===== config.mk =====
export PLATFORM = sky130hd
export DESIGN_NAME = issr_top
export DESIGN_NICKNAME = d
export VERILOG_FILES = /design/src/issr_pkg.sv /design/src/issr_pending.sv /design/src/issr_idle_timer.sv /design/src/issr_top.sv
export SDC_FILE = /design/constraint.sdc
export NUM_CORES = 1
export LEC_CHECK = 0
export BUFFER_PORTS_ARGS = -buffer_cell sky130_fd_sc_hd__buf_2
export CAP_MARGIN = 20
export CORE_MARGIN = 2
export CORE_UTILIZATION = 53
export CTS_CLUSTER_DIAMETER = 100
export DETAILED_ROUTE_END_ITERATION = 7
export GPL_TIMING_DRIVEN = 0
export PLACE_DENSITY = 0.79
export REMOVE_ABC_BUFFERS = 1
export SLEW_MARGIN = 30
export SYNTH_ARGS = -nofsm -noshare
export SYNTH_HDL_FRONTEND = slang
export SYNTH_SLANG_ARGS = --single-unit

===== constraint.sdc =====
create_clock -name CLK_SYS -period 3.45 [get_ports CLK_SYS]
set_input_delay 0.345 -clock CLK_SYS [delete_from_list [all_inputs] [get_ports CLK_SYS]]
set_output_delay 0.345 -clock CLK_SYS [all_outputs]
set_load 0.02 [all_outputs]

===== src/issr_pkg.sv =====
package issr_pkg;
  localparam logic [11:0] ADDR_BUS_PHASE_REPORT = 12'h008;
  localparam logic [11:0] ADDR_BUFFER_AND_PENDING_REPORT = 12'h00c;
  localparam logic [11:0] ADDR_IRQ_STATUS = 12'h020;
  localparam logic [11:0] ADDR_IRQ_MASK = 12'h024;
  localparam logic [11:0] ADDR_CONTROL = 12'h028;
  // state register fields
  localparam int PHASE_LSB = 5;
  localparam int BUS_HELD_BIT = 4;
  localparam int NOT_ACKNOWLEDGED_FLAG_BIT = 3;
  localparam int TRANSMITTER_BIT = 2;
  localparam int CONTROLLER_BIT = 1;
  localparam int BUSY_BIT = 0;
  // status register fields
  localparam int RX_VALID_BIT = 8;
  localparam int TX_LEVEL_BIT = 7;
  localparam int TX_COMPLETE_BIT = 6;
  localparam int ABORT_PEND_BIT = 5;
  localparam int CONT_PEND_BIT = 4;
  localparam int NACK_PEND_BIT = 3;
  localparam int ACK_PEND_BIT = 2;
  localparam int STOP_PEND_BIT = 1;
  localparam int START_PEND_BIT = 0;
  // interrupt status bits
  localparam int IRQ_TX_COMPLETE = 0;
  localparam int IRQ_NACK = 1;
  localparam int IRQ_TIMEOUT = 2;
  localparam int IRQ_WIDTH = 3;
  localparam logic [31:0] STATE_RESET = 32'h0000_0001;
  localparam logic [31:0] STATUS_RESET = 32'h0000_0080;
  // bus idle timeout, in microseconds
  localparam int IDLE_TIMEOUT_US = 50;
  localparam int CLK_MHZ = 10;
  localparam int IDLE_TIMEOUT_CYCLES = IDLE_TIMEOUT_US * CLK_MHZ;
  localparam logic [15:0] IDLE_TIMEOUT_RESET = 16'(IDLE_TIMEOUT_CYCLES);

  typedef enum logic [2:0] {
    PH_IDLE = 3'h0,
    PH_WAITING = 3'h1,
    PH_START = 3'h2,
    PH_ADDRESS = 3'h3,
    PH_ADDRESS_ACK = 3'h4,
    PH_DATA = 3'h5,
    PH_DATA_ACK = 3'h6
  } issr_phase_t;

  typedef struct packed {
    logic start;
    logic stop;
    logic ack;
    logic nack;
    logic cont;
    logic abort;
    logic clear_pending;
  } issr_cmd_t;

  typedef struct packed {
    logic start_sent;
    logic stop_sent;
    logic ack_sent;
    logic nack_sent;
    logic cont_done;
    logic abort_done;
  } issr_done_t;
endpackage


===== src/issr_pending.sv =====
`timescale 1ns/100ps
`default_nettype none
// one sticky pending flag per command; a new request wins over a same-cycle completion
module issr_pending (
  input wire logic clk, // system clock
  input wire logic rst_n, // async reset
  input wire logic ce, // clock enable
  input wire logic [5:0] req, // command requests
  input wire logic [5:0] done, // command carried out
  input wire logic clear_all, // drop all pending
  output logic [5:0] pend // pending flags
);
  logic [5:0] pend_reg;
  logic [5:0] pend_next;

  for (genvar i = 0; i < 6; i++) begin : g_flag
    always_comb begin
      pend_next[i] = pend_reg[i];
      if (clear_all || done[i]) begin
        pend_next[i] = 1'b0;
      end
      if (req[i]) begin
        pend_next[i] = 1'b1;
      end
    end
  end

  always_ff @(posedge clk or negedge rst_n) begin
    if (!rst_n) begin
      pend_reg <= 6'h00;
    end else if (ce) begin
      pend_reg <= pend_next;
    end
  end

  assign pend = pend_reg;
endmodule
`default_nettype wire


===== src/issr_idle_timer.sv =====
`timescale 1ns/100ps
`default_nettype none
// counts quiet bus cycles while busy; pulses once when the timeout runs out
module issr_idle_timer (
  input wire logic clk, // system clock
  input wire logic rst_n, // async reset
  input wire logic ce, // clock enable
  input wire logic busy, // busy flag
  input wire logic bus_activity, // line change seen
  input wire logic [15:0] limit, // timeout length
  output logic expired // one-cycle pulse
);
  logic [15:0] cnt_reg;
  logic [15:0] cnt_next;
  logic expired_reg;
  logic expired_next;

  always_comb begin
    cnt_next = cnt_reg;
    expired_next = 1'b0;
    if (!busy || bus_activity || limit == 16'h0000) begin
      cnt_next = 16'h0000;
    end else if (cnt_reg + 16'h0001 >= limit) begin
      cnt_next = 16'h0000;
      expired_next = 1'b1;
    end else begin
      cnt_next = cnt_reg + 16'h0001;
    end
  end

  always_ff @(posedge clk or negedge rst_n) begin
    if (!rst_n) begin
      cnt_reg <= 16'h0000;
      expired_reg <= 1'b0;
    end else if (ce) begin
      cnt_reg <= cnt_next;
      expired_reg <= expired_next;
    end
  end

  assign expired = expired_reg;
endmodule
`default_nettype wire


===== src/issr_top.sv =====
// Local design decision: register access over APB.
`timescale 1ns/100ps
`default_nettype none
module issr_top (
  input wire logic CLK_SYS, // 10 MHz clock
  input wire logic RSTN, // async reset, active low
  input wire logic CE, // clock enable
  input wire logic PSEL, // apb select
  input wire logic PENABLE, // apb enable
  input wire logic PWRITE, // apb direction
  input wire logic [11:0] PADDR, // apb byte address
  input wire logic [31:0] PWDATA, // apb write data
  output logic [31:0] PRDATA, // apb read data
  output logic PREADY, // apb ready
  output logic PSLVERR, // apb error
  input wire issr_pkg::issr_cmd_t CMD, // command strobes
  input wire issr_pkg::issr_done_t DONE, // engine completion strobes
  input wire issr_pkg::issr_phase_t ENGINE_PHASE, // engine transfer phase
  input wire logic ENGINE_ACTIVE, // engine not idle
  input wire logic BUS_START_SEEN, // start on bus
  input wire logic BUS_STOP_SEEN, // stop on bus
  input wire logic BUS_ACTIVITY, // any line change
  input wire logic HOLDING_BUS, // this module holds scl low
  input wire logic NACK_RECEIVED, // nack sampled in ack slot
  input wire logic TRANSMITTING, // acting as transmitter
  input wire logic CONTROLLER_ROLE, // acting as controller
  input wire logic RX_NOT_EMPTY, // receive buffer occupied
  input wire logic TX_EMPTY, // transmit buffer empty
  input wire logic TX_FULL, // transmit buffer full
  input wire logic TRANSFER_END, // transfer finished pulse
  input wire logic TRANSFER_BEGIN, // new transfer pulse
  output logic ISSUE_START, // bus idle seen while waiting
  output logic ABORT_BUSY, // busy forced clear
  output logic IRQ // level interrupt
);
  logic [31:0] state_reg, state_next;
  logic [31:0] status_reg, status_next;
  logic [31:0] prdata_reg, prdata_next;
  logic pready_reg, pready_next;
  logic pslverr_reg, pslverr_next;
  logic busy_reg, busy_next;
  logic txc_reg, txc_next;
  logic issue_start_reg, issue_start_next;
  logic abort_busy_reg, abort_busy_next;
  logic [issr_pkg::IRQ_WIDTH-1:0] irq_stat_reg, irq_stat_next;
  logic [issr_pkg::IRQ_WIDTH-1:0] irq_mask_reg, irq_mask_next;
  logic irq_reg, irq_next;
  logic [15:0] timeout_reg, timeout_next;
  logic [5:0] pend;
  logic [5:0] pend_req;
  logic [5:0] pend_done;
  logic timeout_hit;
  logic access;
  logic wr;
  logic [issr_pkg::IRQ_WIDTH-1:0] irq_events;
  issr_pkg::issr_phase_t phase;

  assign access = PSEL && PENABLE && !pready_reg;
  // a write lands on the edge at which the master sees ready, never a cycle earlier
  assign wr = PSEL && PENABLE && PWRITE && pready_reg;

  // flags are ordered start..abort to match status bits 0..5
  assign pend_req = {CMD.abort, CMD.cont, CMD.nack, CMD.ack, CMD.stop, CMD.start};
  assign pend_done = {DONE.abort_done, DONE.cont_done, DONE.nack_sent, DONE.ack_sent,
                      DONE.stop_sent, DONE.start_sent};

  issr_pending u_pending (
    .clk(CLK_SYS),
    .rst_n(RSTN),
    .ce(CE),
    .req(pend_req),
    .done(pend_done),
    .clear_all(CMD.clear_pending),
    .pend(pend)
  );

  issr_idle_timer u_timer (
    .clk(CLK_SYS),
    .rst_n(RSTN),
    .ce(CE),
    .busy(busy_reg),
    .bus_activity(BUS_ACTIVITY),
    .limit(timeout_reg),
    .expired(timeout_hit)
  );

  // phase is forced to idle unless the engine is active and reports a code no higher than PH_DATA_ACK
  always_comb begin
    phase = issr_pkg::PH_IDLE;
    if (ENGINE_ACTIVE && ENGINE_PHASE <= issr_pkg::PH_DATA_ACK) begin
      phase = ENGINE_PHASE;
    end
  end

  // bus busy: start sets, stop or abort or timeout clears; set wins
  always_comb begin
    busy_next = busy_reg;
    abort_busy_next = 1'b0;
    if (BUS_STOP_SEEN) begin
      busy_next = 1'b0;
    end
    if (DONE.abort_done || timeout_hit) begin
      busy_next = 1'b0;
      abort_busy_next = busy_reg;
    end
    if (BUS_START_SEEN || HOLDING_BUS) begin
      busy_next = 1'b1;
    end
  end

  // waiting phase fires its start only once the bus is free
  always_comb begin
    issue_start_next = (phase == issr_pkg::PH_WAITING) && !busy_reg && pend[issr_pkg::START_PEND_BIT];
  end

  always_comb begin
    txc_next = txc_reg;
    if (TRANSFER_BEGIN) begin
      txc_next = 1'b0;
    end
    if (TRANSFER_END && TX_EMPTY) begin
      txc_next = 1'b1;
    end
  end

  always_comb begin
    state_next = 32'h0000_0000;
    state_next[issr_pkg::PHASE_LSB +: 3] = phase;
    state_next[issr_pkg::BUS_HELD_BIT] = HOLDING_BUS;
    state_next[issr_pkg::NOT_ACKNOWLEDGED_FLAG_BIT] = NACK_RECEIVED &&
      (phase == issr_pkg::PH_ADDRESS_ACK || phase == issr_pkg::PH_DATA_ACK);
    state_next[issr_pkg::TRANSMITTER_BIT] = TRANSMITTING;
    state_next[issr_pkg::CONTROLLER_BIT] = CONTROLLER_ROLE;
    state_next[issr_pkg::BUSY_BIT] = busy_next;
  end

  always_comb begin
    status_next = 32'h0000_0000;
    status_next[issr_pkg::RX_VALID_BIT] = RX_NOT_EMPTY;
    // full wins so a one-entry buffer never reads both ways
    status_next[issr_pkg::TX_LEVEL_BIT] = TX_EMPTY && !TX_FULL;
    status_next[issr_pkg::TX_COMPLETE_BIT] = txc_next;
    status_next[issr_pkg::START_PEND_BIT +: 6] = pend;
  end

  assign irq_events = {timeout_hit, state_next[issr_pkg::NOT_ACKNOWLEDGED_FLAG_BIT] && !state_reg[issr_pkg::NOT_ACKNOWLEDGED_FLAG_BIT],
                       txc_next && !txc_reg};

  // interrupt flags: write one clears, a new event in the same cycle wins
  always_comb begin
    irq_stat_next = irq_stat_reg;
    irq_mask_next = irq_mask_reg;
    timeout_next = timeout_reg;
    if (wr && PADDR == issr_pkg::ADDR_IRQ_STATUS) begin
      irq_stat_next = irq_stat_reg & ~PWDATA[issr_pkg::IRQ_WIDTH-1:0];
    end
    if (wr && PADDR == issr_pkg::ADDR_IRQ_MASK) begin
      irq_mask_next = PWDATA[issr_pkg::IRQ_WIDTH-1:0];
    end
    if (wr && PADDR == issr_pkg::ADDR_CONTROL) begin
      timeout_next = PWDATA[15:0];
    end
    irq_stat_next = irq_stat_next | irq_events;
    irq_next = |(irq_stat_next & irq_mask_next);
  end

  // apb slave: one wait state, writes to report registers dropped
  always_comb begin
    pready_next = access;
    pslverr_next = 1'b0;
    prdata_next = prdata_reg;
    if (access) begin
      prdata_next = 32'h0000_0000;
      case (PADDR)
        issr_pkg::ADDR_BUS_PHASE_REPORT: begin
          prdata_next = state_reg;
        end
        issr_pkg::ADDR_BUFFER_AND_PENDING_REPORT: begin
          prdata_next = status_reg;
        end
        issr_pkg::ADDR_IRQ_STATUS: begin
          prdata_next[issr_pkg::IRQ_WIDTH-1:0] = irq_stat_reg;
        end
        issr_pkg::ADDR_IRQ_MASK: begin
          prdata_next[issr_pkg::IRQ_WIDTH-1:0] = irq_mask_reg;
        end
        issr_pkg::ADDR_CONTROL: begin
          prdata_next[15:0] = timeout_reg;
        end
        default: begin
          pslverr_next = 1'b1;
        end
      endcase
      if (PWRITE) begin
        prdata_next = 32'h0000_0000;
      end
    end
  end

  always_ff @(posedge CLK_SYS or negedge RSTN) begin
    if (!RSTN) begin
      state_reg <= issr_pkg::STATE_RESET;
      status_reg <= issr_pkg::STATUS_RESET;
      busy_reg <= 1'b1;
      txc_reg <= 1'b0;
      issue_start_reg <= 1'b0;
      abort_busy_reg <= 1'b0;
      irq_stat_reg <= '0;
      irq_mask_reg <= '0;
      irq_reg <= 1'b0;
      timeout_reg <= issr_pkg::IDLE_TIMEOUT_RESET;
      prdata_reg <= 32'h0000_0000;
      pready_reg <= 1'b0;
      pslverr_reg <= 1'b0;
    end else if (CE) begin
      state_reg <= state_next;
      status_reg <= status_next;
      busy_reg <= busy_next;
      txc_reg <= txc_next;
      issue_start_reg <= issue_start_next;
      abort_busy_reg <= abort_busy_next;
      irq_stat_reg <= irq_stat_next;
      irq_mask_reg <= irq_mask_next;
      irq_reg <= irq_next;
      timeout_reg <= timeout_next;
      prdata_reg <= prdata_next;
      pready_reg <= pready_next;
      pslverr_reg <= pslverr_next;
    end
  end

  assign PRDATA = prdata_reg;
  assign PREADY = pready_reg;
  assign PSLVERR = pslverr_reg;
  assign ISSUE_START = issue_start_reg;
  assign ABORT_BUSY = abort_busy_reg;
  assign IRQ = irq_reg;
endmodule
`default_nettype wire


==> impl_metrics.tcl, run 1 <==
set metrics [dict create \
    ys_ff_latch 83 \
    cts_root_buf "clkbuf_8" \
    crit_path_top_delay_cell "dfrtp_1" \
    die_h_um 95.7 \
    dp.cells 621 \
    cp.required_ns 3.74 \
    power_frac_seq 0.528 \
    clk_path_buf_depth 2 \
    n_antenna_cell 0 \
    synth_top_area_frac 0.421 \
    drtAntennaViolNets 0 \
    finalCritPeriodShare 0.935 \
    path_clk_slew_ns 0.08 \
    drcViolationCount 0 \
    met3_usage 0.0470 \
    final_core_util 0.634 \
    start_util 0.545 \
    internal_power_uw 1460 \
    max_freq_mhz 310 \
    cts_tree "built" \
    path_cells "nand3_1 > nor2_2 > and3_1 > nand3_1 > xnor2_1 > ha_1 > a211oi_1 > nor2_1 > a2111oi_2 > nand3_2 > buf_4 > nor4_1 > a21o_1" \
    synth-async-reset-ratio 1.00 \
    dp_hpwl_mm 7.73 \
    p_sw_frac 0.261 \
    setup_viol 0 \
    hold_class "input port to flop" \
    path_buf_inv 1 \
    fin_crit_ns 3.22 \
    final-hold-violation-count 0 \
    crit_fanout 9 \
    drive_above_1_share 0.271 \
    port_buffers 83 \
    slew_headroom 0.375 \
    path_delay_family "simple AND/OR/NAND/NOR gates" \
    grt_pass1_vias 3601 \
    first_pass_iters 4 \
    htreeDepth 3 \
    avgSynthCellArea_sq_um 9.89 \
    grt_pass1_wl_mm 17.0 \
    p_switching_uw 514 \
    core_area_sq_um 8180 \
    synth.most_common_cell "dfrtp_1" \
    crit_top_cell "nand3_1" \
    die-width_um 95.7 \
    fin_worst_skew_ns 0.0103 \
    routed_wl_mm 10.4 \
    synth_cell_types 51 \
    leakagePower_uw 0.00259 \
    critPathKind "flop to flop" \
    antenna_found_initial 0 \
    cap_violations 0 \
    endpoint_kind "flop" \
    stdcell_count 640 \
    slowest_delay_ns 0.47 \
    hold_ws_ns 0.192 \
    syn2layout_area_growth_pct 16.3 \
    cts_made_buffers 9 \
    cp.arrival_ns 3.52 \
    wl_per_cell_um 16.2 \
    synth_warnings 0 \
    via_per_inst 5.72 \
    ioPinCount 116 \
    startpoint_type "flop" \
    drtIter0Drc 234 \
    ys_seq_area_frac 0.468 \
    cts_sinks 83 \
    clockPowerShare 0.363 \
    vias 3660 \
    globalplace.congestion 0.860 \
    worst_pin_slew_ns 0.938 \
    maxSlewViolCount 0 \
    grt_busiest_layer "met2" \
    grt-ovfl-total 0 \
    synth_common_cells "dfrtp_1 (75), o21ai_0 (57), nand2_1 (51)" \
    synth_area_sq_um 4460 \
    power_frac_comb 0.109 \
    grt_usage 0.242 \
    yosysTopAreaCell "dfrtp_1" \
    met2_usage 0.399 \
    synth_edf_count 0 \
    synth_area_leaders "dfrtp_1 (42%), o21ai_0 (6.4%), ha_1 (4.8%)" \
    p_per_area_nw_per_um2 380 \
    ir_drop_mv 0.219 \
    fillCellCount 699 \
    synth_flop_cell "dfrtp_1" \
    dieArea_sq_um 9160 \
    clk_latency_ns 0.35 \
    met1_usage 0.314 \
    outcome "complete, no violations" \
    finish.net_count 626 \
    synth_cells 451 \
    rows 33 \
    grt_start_max_net_pins 53 \
]
[worst paths after layout]
kind                            slack [ns]                 end                from  cells after the start
worst min register to register        0.48           PRDATA[2]           PRDATA[2]                      2
max in group asynchronous             2.42      timeout_reg[6]                RSTN                      3
worst max register to register        0.23  u_timer.cnt_reg[6]  u_timer.cnt_reg[2]                     13
min in group asynchronous             0.42   u_pending.pend[4]                RSTN                      2
worst max-delay path                  0.23  u_timer.cnt_reg[6]  u_timer.cnt_reg[2]                     13
worst min-delay path                  0.19     timeout_reg[13]          PWDATA[13]                      3
[power by group through the flow]
stage / Sequential, uW / Clock, uW / Combinational, uW
final: 1040 / 716 / 216
after global routing: 1050 / 762 / 240
after CTS: 1040 / 724 / 215
after global placement: 1060 / 0 / 198
after detailed placement: 1060 / 0 / 210
after floorplan: 1050 / 0 / 98.5
[routing by layer]
layer  routed length (um)  share of wire
met4                  264          0.025
met2                 4960           0.48
met5                    0              0
met3                  717          0.069
met1                 4410           0.43
[cell families after synthesis]
group,after synthesis,synth area share
adders and majority gates,17,0.0477
AOI/OAI and AO/OA,115,0.168
and+or+nand+nor,133,0.154
xor gates and xnor gates,14,0.0275
other,1,0.000841
buffers and inverters,60,0.0665
muxes,28,0.0676
DFF,83,0.468
[layout by cell type (no fill, tap or decap), drive strengths merged, types with 2 or more instances in the layout]
cell type,instances
nand2,52
xnor2,6
a2111oi,2
a22o,19
conb,16
nand4,9
inv,24
nand3b,4
mux2,17
nand3,14
mux2i,11
or3,3
clkinvlp,4
o2bb2ai,2
ha,17
dfrtp,75
nor3b,5
a21oi,11
buf,88
nor4,7
nor2,15
xor2,8
and3,7
a211oi,2
clkbuf,11
nor3,8
o21ai,57
nor2b,3
a22oi,3
dfstp,8
a32o,8
a21o,6
[what timing repair did]
item,CTS,global route
pin swaps,1,0
gates resized for setup,3,9
endpoints found under the setup margin,9,27
hold endpoints to repair,31,0
buffers inserted,2,0
hold buffers,1,0
[final cells by class]
type,instances,area [sq um],share of cell area
timing repair buffer,89,489,0.0944
sequential,83,2090,0.403
clock buffer,11,141,0.0273
inverter,24,93.8,0.0181
multi-input combinational,323,2180,0.420
tap,105,131,0.0253
clock inverter,5,61.3,0.0118
[tightest hold or removal path, stage by stage]
cell and delay [ns]:
buf_2 0.07, nand2_1 0.03, o21ai_0 0.06
[per-stage QoR]
stage	total power (uW)	setup WS [ns]	area, sq um	setup TNS [ns]
after global routing	2050	-0.00173	5180	-0.00173
after global placement	1250	-1.54	4860	-23.83
after floorplan	1150	0.366	4310	0
after detailed placement	1270	-0.371	4910	-4.09
after CTS	1980	0.0444	5150	0
final	1970	0.225	5180	0
No activity file was read; power rests on OpenSTA's default activity.
==> inputs of run 2 (changes only) <==
--- a/config.mk
+++ b/config.mk
@@ -5,6 +5,7 @@
 export SDC_FILE = /design/constraint.sdc
 export NUM_CORES = 1
 export LEC_CHECK = 0
+export ABC_CLOCK_PERIOD_IN_PS = 3600
 export BUFFER_PORTS_ARGS = -buffer_cell sky130_fd_sc_hd__buf_2
 export CAP_MARGIN = 20
 export CORE_MARGIN = 2
==> constraint.sdc (replaced) <==
create_clock -name CLK_SYS -period 3.6 [get_ports CLK_SYS]
set_input_delay 0.36 -clock CLK_SYS [delete_from_list [all_inputs] [get_ports CLK_SYS]]
set_output_delay 0.36 -clock CLK_SYS [all_outputs]
set_load 0.02 [all_outputs]
==> impl_metrics.tcl, run 2 (synthesized netlist as in run 1, its figures left out) <==
set metrics [dict create \
    clockPowerShare 0.365 \
    pre_cts_slack_ns -0.221 \
    cts_root_buf "clkbuf_8" \
    slowest_delay_ns 0.45 \
    port_buffers 83 \
    rrSetupSlack_ns 0.25 \
    dieArea_sq_um 9160 \
    setup_viol 0 \
    start_util 0.545 \
    clk_path_buf_depth 2 \
    max_freq_mhz 298 \
    via_per_inst 5.75 \
    cp.required_ns 3.89 \
    min_from "PWDATA[13]" \
    antenna_found_initial 0 \
    finalCritPeriodShare 0.931 \
    endpoint_kind "flop" \
    drtAntennaViolNets 0 \
    drtIter0Drc 219 \
    clk_latency_ns 0.36 \
    die_h_um 95.7 \
    die-width_um 95.7 \
    rsz0062_at_grt "no" \
    worst_slack_ns 0.250 \
    critPathKind "flop to flop" \
    maxSlewViolCount 0 \
    grt_start_max_net_pins 53 \
    drcViolationCount 0 \
    drive_above_1_share 0.262 \
    power_frac_seq 0.526 \
    vias 3677 \
    grt_pass1_vias 3611 \
    ir_drop_mv 0.210 \
    n_antenna_cell 0 \
    fillCellCount 703 \
    p_sw_frac 0.263 \
    min_path_cells 3 \
    hold_ws_ns 0.201 \
    fin_worst_skew_ns 0.0112 \
    stdcell_count 640 \
    worstReg2RegEnd "u_timer.cnt_reg[12]" \
    htreeDepth 3 \
    grt-ovfl-total 0 \
    cp.arrival_ns 3.64 \
    dp.cells 621 \
    routed_wl_mm 10.4 \
    path_delay_family "simple AND/OR/NAND/NOR gates" \
    cts_tree "built" \
    ioPinCount 116 \
    crit_fanout 8 \
    r2r_cells 12 \
    hold_class "input port to flop" \
    crit_top_cell "and3_1" \
    path_buf_inv 0 \
    startpoint_type "flop" \
    cts_made_buffers 9 \
    path_cells "ha_1 > nand3_1 > nor2_4 > and3_1 > and3_1 > xor2_1 > ha_1 > nand2_1 > nor3_1 > nor3_1 > and3_1 > a32o_1" \
    most-common-layout-cells "buf_2 (82), dfrtp_1 (75), o21ai_0 (57)" \
    final_core_util 0.632 \
    final-hold-violation-count 0 \
    grt_usage 0.242 \
    leakagePower_uw 0.00259 \
    core_area_sq_um 8180 \
    p_per_area_nw_per_um2 367 \
    cap_violations 0 \
    fin_crit_ns 3.35 \
    wl_per_cell_um 16.2 \
    slew_headroom 0.367 \
    finish.net_count 626 \
    final_common_cell "buf_2" \
    outcome "complete, no violations" \
    globalplace.congestion 0.860 \
    grt_pass1_wl_mm 17.0 \
    path_clk_slew_ns 0.08 \
    first_pass_iters 5 \
    internal_power_uw 1400 \
    p_switching_uw 497 \
    crit_path_top_delay_cell "dfrtp_1" \
    dp_hpwl_mm 7.73 \
    worst_pin_slew_ns 0.949 \
    worstReg2RegStart "u_timer.cnt_reg[0]" \
    whs_endpoint "timeout_reg[13]" \
    power_frac_comb 0.109 \
    syn2layout_area_growth_pct 15.8 \
    cts_sinks 83 \
    rows 33 \
]
==> run 2: stage by stage <==
step	setup TNS, ns	cell area, sq um	power (uW)
4_1_cts	0	5140	1900
5_1_grt	0	5160	1960
3_3_place_gp	-20.46	4860	1200
6_report	0	5160	1890
2_1_floorplan	0	4310	1100
3_5_place_dp	-1.47	4910	1220
==> run 2: layout make-up <==
type,instances,area (sq um),area share
clock buffer,11,141,0.0274
clock inverter,5,61.3,0.0119
inverter,24,93.8,0.0182
multi-input combinational,323,2160,0.418
sequential,83,2090,0.404
tap,105,131,0.0254
timing repair buffer,89,489,0.0947
==> run 2: tightest hold or removal path, stage by stage <==
cell	delay, ns
buf_2	0.07
nand2_1	0.03
o21ai_0	0.06
==> run 2: repair_timing <==
action	4_1_cts	5_1_grt
hold buffers	1	0
pin swaps	1	0
resized for setup	1	6
setup endpoints to repair	9	25
buffers inserted	2	0
endpoints found under the hold margin	31	0
==> run 2: worst max path at each step <==
stage	startpoint	endpoint	slack (ns)	cells after the start
after floorplan	u_timer.cnt_reg[0]	u_timer.cnt_reg[5]	0.52	13
after global placement	CE	timeout_reg[0]	-1.40	6
after detailed placement	u_timer.cnt_reg[0]	u_timer.cnt_reg[11]	-0.22	13
after CTS	u_timer.cnt_reg[0]	u_timer.cnt_reg[2]	0.04	14
after global routing	u_timer.cnt_reg[0]	u_timer.cnt_reg[8]	0.04	14
final	u_timer.cnt_reg[0]	u_timer.cnt_reg[12]	0.25	12
==> run 2: layer usage <==
| metal | routed length [um] | GRT usage |
|---|---|---|
| met5 | 0 | 0 |
| met1 | 4520 | 0.315 |
| met2 | 4970 | 0.399 |
| met4 | 235 | 0.0976 |
| met3 | 664 | 0.0470 |
==> run 2: power by group through the flow <==
| stage | Clock, uW | Sequential, uW | Combinational, uW |
|---|---|---|---|
| floorplan | 0 | 1010 | 94.4 |
| global placement | 0 | 1010 | 190 |
| detailed placement | 0 | 1010 | 202 |
| CTS | 694 | 997 | 206 |
| global route | 730 | 1000 | 230 |
| finish | 691 | 997 | 206 |
==> inputs of run 3 (changes only) <==
--- a/config.mk
+++ b/config.mk
@@ -7,13 +7,13 @@
 export LEC_CHECK = 0
 export ABC_CLOCK_PERIOD_IN_PS = 3600
 export BUFFER_PORTS_ARGS = -buffer_cell sky130_fd_sc_hd__buf_2
-export CAP_MARGIN = 20
 export CORE_MARGIN = 2
 export CORE_UTILIZATION = 53
 export CTS_CLUSTER_DIAMETER = 100
 export DETAILED_ROUTE_END_ITERATION = 7
 export GPL_TIMING_DRIVEN = 0
 export PLACE_DENSITY = 0.79
+export RECOVER_POWER = 100
 export REMOVE_ABC_BUFFERS = 1
 export SLEW_MARGIN = 30
 export SYNTH_ARGS = -nofsm -noshare
==> impl_metrics.tcl, run 3 (synthesized netlist as in run 1, its figures left out) <==
set metrics [dict create \
    outcome "finished, violations left" \
    failed_checks "max-capacitance violations, max-slew violations" \
    crit_top_cell "and3_1" \
    path_cells "ha_1 > nand3_1 > nor2_4 > and3_1 > and3_1 > xor2_1 > ha_1 > nand2_1 > nor3_1 > nor3_1 > and3_1 > a32o_1" \
    wl_per_cell_um 16.2 \
    setup_viol 0 \
    cts_root_buf "clkbuf_8" \
    die-width_um 95.7 \
    drtAntennaViolNets 0 \
    hold_ws_ns 0.203 \
    fin_crit_ns 3.35 \
    maxSlewViolCount 34 \
    cts_sinks 83 \
    leakagePower_uw 0.00248 \
    clk_latency_ns 0.36 \
    antenna_found_initial 0 \
    met3_usage 0.0470 \
    fillCellCount 721 \
    ir_drop_mv 0.211 \
    path_clk_slew_ns 0.08 \
    final_common_cell "dfrtp_1" \
    crit_path_top_delay_cell "dfrtp_1" \
    grt_pass1_wl_mm 17.0 \
    worst_pin_slew_ns 1.74 \
    dieArea_sq_um 9160 \
    startpoint_type "flop" \
    critPathKind "flop to flop" \
    start_util 0.545 \
    routed_wl_mm 10.4 \
    slowest_delay_ns 0.46 \
    worstReg2RegEnd "u_timer.cnt_reg[12]" \
    worstReg2RegStart "u_timer.cnt_reg[0]" \
    finalCritPeriodShare 0.931 \
    most-common-layout-cells "dfrtp_1 (75), buf_2 (61), o21ai_0 (57)" \
    grt_pass1_vias 3611 \
    pre_cts_slack_ns -0.221 \
    power_frac_comb 0.105 \
    max_freq_mhz 298 \
    n_antenna_cell 0 \
    port_buffers 83 \
    rsz0062_at_grt "no" \
    met1_usage 0.315 \
    die_h_um 95.7 \
    fin_worst_skew_ns 0.0117 \
    crit_fanout 8 \
    cts_made_buffers 9 \
    p_switching_uw 496 \
    internal_power_uw 1390 \
    r2r_cells 12 \
    cap_violations 1 \
    worst-path-stages 12 \
    globalplace.congestion 0.860 \
    critPathCapture "u_timer.cnt_reg[12]" \
    drcViolationCount 0 \
    endpoint_kind "flop" \
    clockPowerShare 0.366 \
    cp.required_ns 3.89 \
    rrSetupSlack_ns 0.25 \
    slew_headroom -0.160 \
    met2_usage 0.399 \
    drive_above_1_share 0.211 \
    ioPinCount 116 \
    grt_usage 0.242 \
    first_pass_iters 4 \
    worst_slack_ns 0.247 \
    cp.arrival_ns 3.64 \
    grt_busiest_layer "met2" \
    critical_path.startpoint "u_timer.cnt_reg[0]" \
    cts_tree "built" \
    power_frac_seq 0.528 \
    core_area_sq_um 8180 \
    p_sw_frac 0.263 \
    path_buf_inv 0 \
    dp_hpwl_mm 7.73 \
    p_per_area_nw_per_um2 372 \
    htreeDepth 3 \
    grt-ovfl-total 0 \
    syn2layout_area_growth_pct 13.9 \
    drtIter0Drc 241 \
    clk_path_buf_depth 2 \
    final-hold-violation-count 0 \
    vias 3690 \
    grt_start_max_net_pins 53 \
    via_per_inst 5.77 \
    finish.net_count 626 \
    hold_class "input port to flop" \
    path_delay_family "simple AND/OR/NAND/NOR gates" \
    rows 33 \
]
==> run 3: how the worst min path moves through the flow <==
stage                    start           endpoint  slack [ns]  depth (start not counted)
global placement     PRDATA[0]          PRDATA[0]        0.46                          2
detailed placement        RSTN  u_pending.pend[0]        0.27                          1
finish              PWDATA[13]    timeout_reg[13]        0.20                          3
CTS                 PWDATA[13]    timeout_reg[13]        0.21                          3
global route        PWDATA[14]    timeout_reg[14]        0.21                          3
floorplan                 RSTN         ABORT_BUSY        0.06                          0
==> run 3: area by class of cell <==
| type | instances | area (sq um) | area share |
|---|---|---|---|
| clock buffers | 11 | 141 | 0.0278 |
| clock inverters | 5 | 61.3 | 0.0121 |
| inverters | 24 | 93.8 | 0.0185 |
| multi-input cells | 323 | 2140 | 0.421 |
| flip-flops and latches | 83 | 2090 | 0.411 |
| well taps | 105 | 131 | 0.0259 |
| repair buffers | 89 | 427 | 0.0840 |
==> run 3: layer usage <==
layer / wire length [um] / vias to the layer above
met5: 0 / -
met2: 4970 / 138
met1: 4530 / 1777
li1: - / 1752
met3: 600 / 23
met4: 262 / 0
==> run 3: power by group through the flow <==
stage / combinational [uW] / sequential (uW) / clock [uW]
2_1_floorplan: 94.4 / 1010 / 0
3_3_place_gp: 190 / 1010 / 0
3_5_place_dp: 202 / 1010 / 0
4_1_cts: 206 / 997 / 694
5_1_grt: 222 / 1000 / 730
6_report: 199 / 997 / 691
==> run 3: timing repair <==
item                                    4_1_cts  5_1_grt
hold buffers                                  1        0
pin swaps                                     1        0
endpoints found under the hold margin        31        0
setup buffers                                 2        0
resized for setup                             1        6
endpoints found under the setup margin        9       25
==> run 3: metrics by stage <==
| stage | instances | area [sq um] | util | power, uW | TNS, ns |
|---|---|---|---|---|---|
| 2_1_floorplan | 430 | 4310 | - | 1100 | 0 |
| 3_3_place_gp | 618 | 4860 | 0.594 | 1200 | -20.46 |
| 3_5_place_dp | 621 | 4910 | 0.601 | 1220 | -1.47 |
| 4_1_cts | 640 | 5140 | 0.629 | 1900 | 0 |
| 5_1_grt | 640 | 5080 | 0.621 | 1950 | 0 |
| 6_report | 640 | 5080 | 0.621 | 1890 | 0 |
==> run 3: tightest hold or removal path: stages <==
cell     delay, ns
buf_2         0.07
nand2_1       0.03
o21ai_0       0.06
